$ cat src/inc/rcd_defs.svh
`ifndef RCD_DEFS_SVH
`define RCD_DEFS_SVH

// ----------------------------------------
// command word layout
// ----------------------------------------
`define RCD_WORD_W       13
`define RCD_RACK_W       6
`define RCD_CHAN_W       5
`define RCD_MODE_W       2
`define RCD_RACK_MSB     12
`define RCD_RACK_LSB     7
`define RCD_CHAN_MSB     6
`define RCD_CHAN_LSB     2
`define RCD_MODE_MSB     1
`define RCD_MODE_LSB     0

// ----------------------------------------
// mode codes
// ----------------------------------------
`define RCD_MODE_IDLE    2'h0
`define RCD_MODE_HIGH    2'h1
`define RCD_MODE_LOW     2'h2
`define RCD_MODE_NORMAL  2'h3

// ----------------------------------------
// sizes
// ----------------------------------------
`define RCD_RACK_CAP     31
`define RCD_RACKS        14
`define RCD_CHANS        20
`define RCD_SEL_CHANS    10
`define RCD_SELECTORS    2
`define RCD_IDLE_WORD    13'h0000

// ----------------------------------------
// ground controller registers
// ----------------------------------------
`define RCD_ADDR_W       8
`define RCD_REG_CMD      8'h00
`define RCD_REG_STATUS   8'h04
`define RCD_STAT_BUSY    0
`define RCD_STAT_DROP    1

// ----------------------------------------
// timing
// ----------------------------------------
`define RCD_CLK_NS       40
`define RCD_HOLD_NS      200
`define RCD_HOLD_CYC     ((`RCD_HOLD_NS + `RCD_CLK_NS - 1) / `RCD_CLK_NS)
`define RCD_CNT_W        4

`endif

$ cat src/inc/rcd_pkg.sv
`include "rcd_defs.svh"

package rcd_pkg;

    typedef struct packed {
        logic [`RCD_RACK_W-1:0] rack;
        logic [`RCD_CHAN_W-1:0] chan;
        logic [`RCD_MODE_W-1:0] mode;
    } rcd_cmd_t;

    typedef enum logic {
        RCD_ST_IDLE,
        RCD_ST_DRIVE
    } rcd_gnd_state_t;

endpackage

$ cat src/inc/rcd_if.sv
`timescale 1ns/1ps
`include "rcd_defs.svh"

interface rcd_if;
    logic [`RCD_WORD_W-1:0] cmd_word;

    modport ground (output cmd_word);
    modport vehicle (input cmd_word);
endinterface

$ cat src/rcd_vehicle.sv
`timescale 1ns/1ps
`include "rcd_defs.svh"

module rcd_vehicle (
    // clock and power reset
    input  wire logic                                ref_clk,
    input  wire logic                                sys_rst,
    // umbilical command word
    rcd_if.vehicle                                   link,
    // relay drives, index (rack-1)*20 + channel-1
    output logic [`RCD_RACKS*`RCD_CHANS-1:0]         relay_high,
    output logic [`RCD_RACKS*`RCD_CHANS-1:0]         relay_low,
    // sensor path per channel
    output logic [`RCD_RACKS*`RCD_CHANS-1:0]         sensor_connect,
    // rack status
    output logic [`RCD_RACKS-1:0]                    rack_in_checkout,
    output logic                                     any_checkout
);

    // ----------------------------------------
    // incoming word split
    // ----------------------------------------
    rcd_pkg::rcd_cmd_t                 in_cmd;
    logic                              in_rack_ok;
    logic                              in_chan_ok;
    logic                              in_mode_act;

    assign in_cmd      = rcd_pkg::rcd_cmd_t'(link.cmd_word);
    // rack code is 6 bits wide, only racks 1..14 accepted by the check
    assign in_rack_ok  = (in_cmd.rack != 6'h00) &&
                         (in_cmd.rack <= 6'(`RCD_RACK_CAP)) &&
                         (in_cmd.rack <= 6'(`RCD_RACKS));
    assign in_chan_ok  = (in_cmd.chan != 5'h00) &&
                         (in_cmd.chan <= 5'(`RCD_CHANS));
    assign in_mode_act = (in_cmd.mode != `RCD_MODE_IDLE);

    // ----------------------------------------
    // rack selector stage
    // ----------------------------------------
    logic [`RCD_RACKS-1:0]             rack_sel;
    logic [`RCD_RACKS-1:0]             next_rack_sel;
    logic [`RCD_CHAN_W-1:0]            chan_buf;
    logic [`RCD_MODE_W-1:0]            mode_buf;
    logic [`RCD_MODE_W-1:0]            next_mode_buf;
    logic                              word_valid;

    // bad channel drops the whole command before distribution
    assign word_valid    = in_rack_ok && in_chan_ok && in_mode_act;
    assign next_mode_buf = word_valid ? in_cmd.mode : `RCD_MODE_IDLE;

    genvar gr;
    generate
        for (gr = 0; gr < `RCD_RACKS; gr++) begin : g_rack_dec
            // one-hot select toward the addressed rack only
            assign next_rack_sel[gr] = word_valid &&
                                       (in_cmd.rack == 6'(gr + 1));
        end
    endgenerate

    always_ff @(posedge ref_clk or posedge sys_rst) begin
        if (sys_rst) begin
            rack_sel <= '0;
            chan_buf <= 5'h00;
            mode_buf <= `RCD_MODE_IDLE;
        end else begin
            rack_sel <= next_rack_sel;
            chan_buf <= in_cmd.chan;
            mode_buf <= next_mode_buf;
        end
    end

    // ----------------------------------------
    // common channel and mode lines
    // ----------------------------------------
    logic [`RCD_CHANS-1:0]             chan_sel;
    logic                              mode_high;
    logic                              mode_low;
    logic                              mode_normal;

    genvar gc;
    generate
        for (gc = 0; gc < `RCD_CHANS; gc++) begin : g_chan_dec
            // shared by every rack
            assign chan_sel[gc] = (chan_buf == 5'(gc + 1));
        end
    endgenerate

    assign mode_high   = (mode_buf == `RCD_MODE_HIGH);
    assign mode_low    = (mode_buf == `RCD_MODE_LOW);
    assign mode_normal = (mode_buf == `RCD_MODE_NORMAL);

    // ----------------------------------------
    // channel selector halves
    // ----------------------------------------
    logic [`RCD_SELECTORS-1:0]         half_sel;

    genvar gh;
    generate
        for (gh = 0; gh < `RCD_SELECTORS; gh++) begin : g_half
            // first selector takes channels 1-10, second 11-20
            // channel 0 or above 20 wakes neither half
            assign half_sel[gh] = |chan_sel[gh*`RCD_SEL_CHANS +: `RCD_SEL_CHANS];
        end
    endgenerate

    // ----------------------------------------
    // channel selectors and relay latches
    // ----------------------------------------
    logic [`RCD_RACKS*`RCD_CHANS-1:0]  gate_high;
    logic [`RCD_RACKS*`RCD_CHANS-1:0]  gate_low;
    logic [`RCD_RACKS*`RCD_CHANS-1:0]  gate_normal;
    logic [`RCD_RACKS*`RCD_CHANS-1:0]  next_latch_high;
    logic [`RCD_RACKS*`RCD_CHANS-1:0]  next_latch_low;
    logic [`RCD_RACKS*`RCD_CHANS-1:0]  latch_high;
    logic [`RCD_RACKS*`RCD_CHANS-1:0]  latch_low;

    genvar rk;
    genvar sl;
    genvar ch;
    generate
        for (rk = 0; rk < `RCD_RACKS; rk++) begin : g_rack
            // two selectors per rack, ten channels each
            for (sl = 0; sl < `RCD_SELECTORS; sl++) begin : g_sel
                logic sel_act;

                // selector wakes only for its rack and its half
                assign sel_act = rack_sel[rk] && half_sel[sl];

                for (ch = 0; ch < `RCD_SEL_CHANS; ch++) begin : g_ch
                    localparam int CIDX = sl * `RCD_SEL_CHANS + ch;
                    localparam int RIDX = rk * `RCD_CHANS + CIDX;

                    logic hold_high;
                    logic hold_low;
                    logic keep_high;
                    logic keep_low;

                    // ten channels, three gates each (high, low, normal): thirty per selector
                    assign gate_high[RIDX]   = sel_act && chan_sel[CIDX] &&
                                               mode_high;
                    assign gate_low[RIDX]    = sel_act && chan_sel[CIDX] &&
                                               mode_low;
                    assign gate_normal[RIDX] = sel_act && chan_sel[CIDX] &&
                                               mode_normal;

                    // any other mode for this channel drops the relay
                    assign keep_high = hold_high && !gate_low[RIDX] && !gate_normal[RIDX];
                    assign keep_low  = hold_low && !gate_high[RIDX] && !gate_normal[RIDX];
                    assign next_latch_high[RIDX] = gate_high[RIDX] || keep_high;
                    assign next_latch_low[RIDX]  = gate_low[RIDX] || keep_low;

                    // latch holds between commands; power loss clears
                    always_ff @(posedge ref_clk or posedge sys_rst) begin
                        if (sys_rst) begin
                            hold_high <= 1'b0;
                            hold_low  <= 1'b0;
                        end else begin
                            // other channels keep their state
                            hold_high <= next_latch_high[RIDX];
                            hold_low  <= next_latch_low[RIDX];
                        end
                    end

                    assign latch_high[RIDX] = hold_high;
                    assign latch_low[RIDX]  = hold_low;
                end
            end
        end
    endgenerate

    // ----------------------------------------
    // relay outputs
    // ----------------------------------------
    assign relay_high = latch_high;
    assign relay_low  = latch_low;

    // ----------------------------------------
    // rack checkout summary for telemetry
    // ----------------------------------------
    logic [`RCD_RACKS-1:0]             next_rack_busy;

    genvar gs;
    generate
        for (gs = 0; gs < `RCD_RACKS; gs++) begin : g_sum
            assign next_rack_busy[gs] =
                |(next_latch_high[gs*`RCD_CHANS +: `RCD_CHANS] |
                  next_latch_low[gs*`RCD_CHANS +: `RCD_CHANS]);
        end
    endgenerate

    // ----------------------------------------
    // registered sensor and status outputs
    // ----------------------------------------
    // taken from next state so they line up with the relays
    always_ff @(posedge ref_clk or posedge sys_rst) begin
        if (sys_rst) begin
            sensor_connect   <= '1;
            rack_in_checkout <= '0;
            any_checkout     <= 1'b0;
        end else begin
            // sensor wired in only while both relays are off
            sensor_connect   <= ~(next_latch_high | next_latch_low);
            rack_in_checkout <= next_rack_busy;
            // telemetry only; nothing goes back to the ground side
            any_checkout     <= |next_rack_busy;
        end
    end

endmodule

$ cat src/flat_wrapper.sv
// flat-port wrapper written by rule: the top's interface ports become plain ports
module rcd_vehicle_flat 
  (ref_clk, sys_rst, relay_high, relay_low, sensor_connect, rack_in_checkout, any_checkout, link_cmd_word);
  rcd_if link_i ();
  input  wire logic ref_clk;
  input  wire logic sys_rst;
  output logic [`RCD_RACKS*`RCD_CHANS-1:0] relay_high;
  output logic [`RCD_RACKS*`RCD_CHANS-1:0] relay_low;
  output logic [`RCD_RACKS*`RCD_CHANS-1:0] sensor_connect;
  output logic [`RCD_RACKS-1:0] rack_in_checkout;
  output logic any_checkout;
  input wire logic [$bits(link_i.cmd_word)-1:0] link_cmd_word;
  assign link_i.cmd_word = link_cmd_word;
  rcd_vehicle u_core (.ref_clk(ref_clk), .sys_rst(sys_rst), .link(link_i), .relay_high(relay_high), .relay_low(relay_low), .sensor_connect(sensor_connect), .rack_in_checkout(rack_in_checkout), .any_checkout(any_checkout));
endmodule
$ cat config.mk
export PLATFORM = sky130hd
export DESIGN_NAME = rcd_vehicle_flat
export DESIGN_NICKNAME = d
export VERILOG_FILES = /design/src/inc/rcd_pkg.sv /design/src/inc/rcd_if.sv /design/src/rcd_vehicle.sv /design/src/flat_wrapper.sv
export VERILOG_INCLUDE_DIRS = /design/src /design/src/inc
export SDC_FILE = /design/constraint.sdc
export NUM_CORES = 2
export LEC_CHECK = 0
export BUFFER_PORTS_ARGS = -buffer_cell sky130_fd_sc_hd__buf_2
export CAP_MARGIN = 20
export CORE_AREA = 2 2 335 337
export CTS_CLUSTER_DIAMETER = 200
export DETAILED_ROUTE_END_ITERATION = 10
export DIE_AREA = 0 0 337 339
export GPL_TIMING_DRIVEN = 0
export SYNTH_ARGS = -nofsm -noshare
export SYNTH_HDL_FRONTEND = slang
export SYNTH_SLANG_ARGS = --single-unit
$ cat constraint.sdc
create_clock -name ref_clk -period 49.3 [get_ports ref_clk]
set_input_delay 4.93 -clock ref_clk [delete_from_list [all_inputs] [get_ports ref_clk]]
set_output_delay 4.93 -clock ref_clk [all_outputs]
set_load 0.02 [all_outputs]
==> metrics.csv <==
metric,value,unit
postcts setup bufs,0,
die height,339,um
crit path DAT,1.72,ns
"Top FF cell, synth",dfrtp_1,
initial antenna violation count,44,
syn_area_per_cell,10.2,um^2
"area leader, netlist",dfrtp_1,
die span in x,337,um
gpl congestion,1.01,
critical path buffer and inverter count,2,
setup ws final,42.65,ns
Fin Hold WS,0.490,ns
Post-Synthesis Cells,3933,
Port Buf Inserts,869,
worst skew pair latency,0.72,ns
# H-tree levels,3,
"Max stage delay cell, worst path",dfrtp_1,
Tmin final,6.65,ns
"EDFF count, synth",0,
register clock-pin slew on the reported worst setup and hold paths,0.06,ns
Tot GR Track Use,39.9,%
post-synthesis sequential area ratio,55.2,%
hold crit path type,flip-flop to flip-flop,
Post-Syn Area,0.0403,mm^2
asr flop ratio synth,100,%
Worst Max-Slew Pin Slew,1.31,ns
GRT overflow,0,
share of cells above drive strength 1,40.8,%
clk buf depth,3,
unrepaired setup endpoints after global routing,no,
Final ANT Viol Nets,0,
# resized after CTS,0,
hpwl dp,179000,um
Synth top area share,37.0,%
Peak VDD IR,0.0000259,V
Critical Path Source Type,flip-flop,
CTS Buf Count,98,
syn_nets,3948,
first-pass GRT wire length,313000,um
nets@finish,4955,
Worst EP required,44.37,ns
Leak,24.4,nW
PwrDens,30.3,mW/mm^2
critical path endpoint category,primary output,
critical path type,flip-flop to primary output,
count of different cell masters after synthesis,75,
Vias,39800,
DR pass1 iterations,7,
"most common cell after layout, fill and taps aside",a21oi_1,
post-DR vias/cell,6.10,
critical path peak fanout,3,
Initial DRC Count,6250,
Clock Tree Root,clkbuf_16,
final WL,235000,um
CP Cell Sequence,"buf_4, buf_2",
Final setup viols,0,
CTS tree,done,
part of the cycle the worst path needs,13.5,%
fmax,150,MHz
# clock sinks,876,
Die Area,0.114,mm^2
yosys warns,0,
Slew HR,12.8,%
Std-Cell Rows,122,
Final TNS setup,0,ns
number of global-route vias before repair,37500,
area of the core,0.110,mm^2
io pins,870,
synth-to-layout area growth,25.3,%
pin count of the biggest net entering global routing,131,
count of state elements after synthesis,876,
Worst path max stage delay,0.63,ns
"top cells by area, synth","dfrtp_1, dfstp_2, a21oi_1, buf_4, o32ai_1",
fin. max-slew vios,0,
outcome,"finished, final reports clean",
Initial Util,36.5,%
Final Hold Viols,0,
WL/cell,36.0,um
pre-CTS WS,41.98,ns
Final Skew,0.0303,ns
cell family with most CP delay,flip-flops,
CTS Hold Bufs,0,
Max Cap Viol,0,
most frequent cells in the layout,"a21oi_1, buf_2, dfrtp_1",
DRC,0,
[synth_stat cells, types with 52 or more instances]
library cell,count
a21oi_1,1130
dfrtp_1,596
buf_4,573
dfstp_2,280
clkbuf_1,233
nor2_1,191
o32ai_1,110
nand2_1,103
a311oi_1,69
nand3_1,66
a311o_1,63
buf_1,53
o21ai_0,52
[sequential cells by signal, summed over array words and instances (netlist names)]
register	cells
u_core.g_rack.g_sel.g_ch.hold_low	280
u_core.g_rack.g_sel.g_ch.hold_high	280
u_core.mode_buf	2
u_core.sensor_connect	280
u_core.rack_in_checkout	14
u_core.chan_buf	5
u_core.rack_sel	14
u_core.any_checkout	1
[layout make-up]
cell class,count,area [um^2]
fillers,10800,59900
flip-flops and latches,876,22300
multi-input cells,2126,12300
plain buffers,914,5710
repair buffers,907,4950
clock buffers,151,3000
well taps,1488,1860
clock inverters,34,323
inverters,17,71.3
diodes,10,25.0
[where the power goes]
part / internal [mW] / total [mW] / leakage [nW] / switching (mW)
Clock: 0.441 / 0.768 / 1.65 / 0.327
Sequential: 0.721 / 0.722 / 11.3 / 0.00105
Combinational: 0.00761 / 0.0417 / 11.5 / 0.0341
[worst paths after layout]
path | cells after the start | to | slack [ns] | from
max in group asynchronous | 6 | u_core.sensor_connect[213]$_DFF_PP1_ | 42.81 | sys_rst
hold / removal | 1 | u_core.sensor_connect[203]$_DFF_PP1_ | 0.49 | u_core.g_rack[10].g_sel[0].g_ch[3].hold_low$_DFF_PP0_
hold reg to reg | 1 | u_core.sensor_connect[203]$_DFF_PP1_ | 0.49 | u_core.g_rack[10].g_sel[0].g_ch[3].hold_low$_DFF_PP0_
min in group asynchronous | 2 | u_core.g_rack[8].g_sel[1].g_ch[5].hold_high$_DFF_PP0_ | 4.30 | sys_rst
setup / recovery | 2 | relay_high[273] | 42.65 | u_core.g_rack[13].g_sel[1].g_ch[3].hold_high$_DFF_PP0_
setup reg to reg | 11 | u_core.any_checkout$_DFF_PP0_ | 43.59 | u_core.mode_buf[0]$_DFF_PP0_
[cell families after synthesis]
family,after synthesis,synth area share (%)
compound gates,1584,23.6
buf+inv,931,14.3
flops,876,55.2
simple gates,542,6.79
[worst register-to-register path, cell delays in order (launching register included)]
cell and delay [ns]:
dfrtp_1 0.38, buf_2 0.19, o21ba_2 0.27, buf_2 0.27, buf_1 0.57, a311oi_1 1.12
a21o_1 0.25, nand3_1 0.34, or3_1 0.81, or4_1 0.87, nor3_1 0.29, nand4_1 0.15
[metal layers]
metal	vias to the layer above	wire length, um	GRT usage, %
met2	3427	106000	62.2
li1	15600	-	-
met1	19800	77800	45.2
met5	-	278	0
met4	42	20700	28.5
met3	877	29900	14.2
[through the flow]
stage | area (um^2) | std cells | power (mW) | utilization (%)
after global placement | 46500 | 6290 | 0.773 | 42.2
after detailed placement | 47100 | 6321 | 0.776 | 42.6
after CTS | 50400 | 6506 | 1.53 | 45.7
after global routing | 50500 | 6513 | 1.56 | 45.7
after floorplan | 40300 | 3933 | 0.757 | -
final | 50500 | 6523 | 1.53 | 45.8
Power figures use the tool's default switching activity.
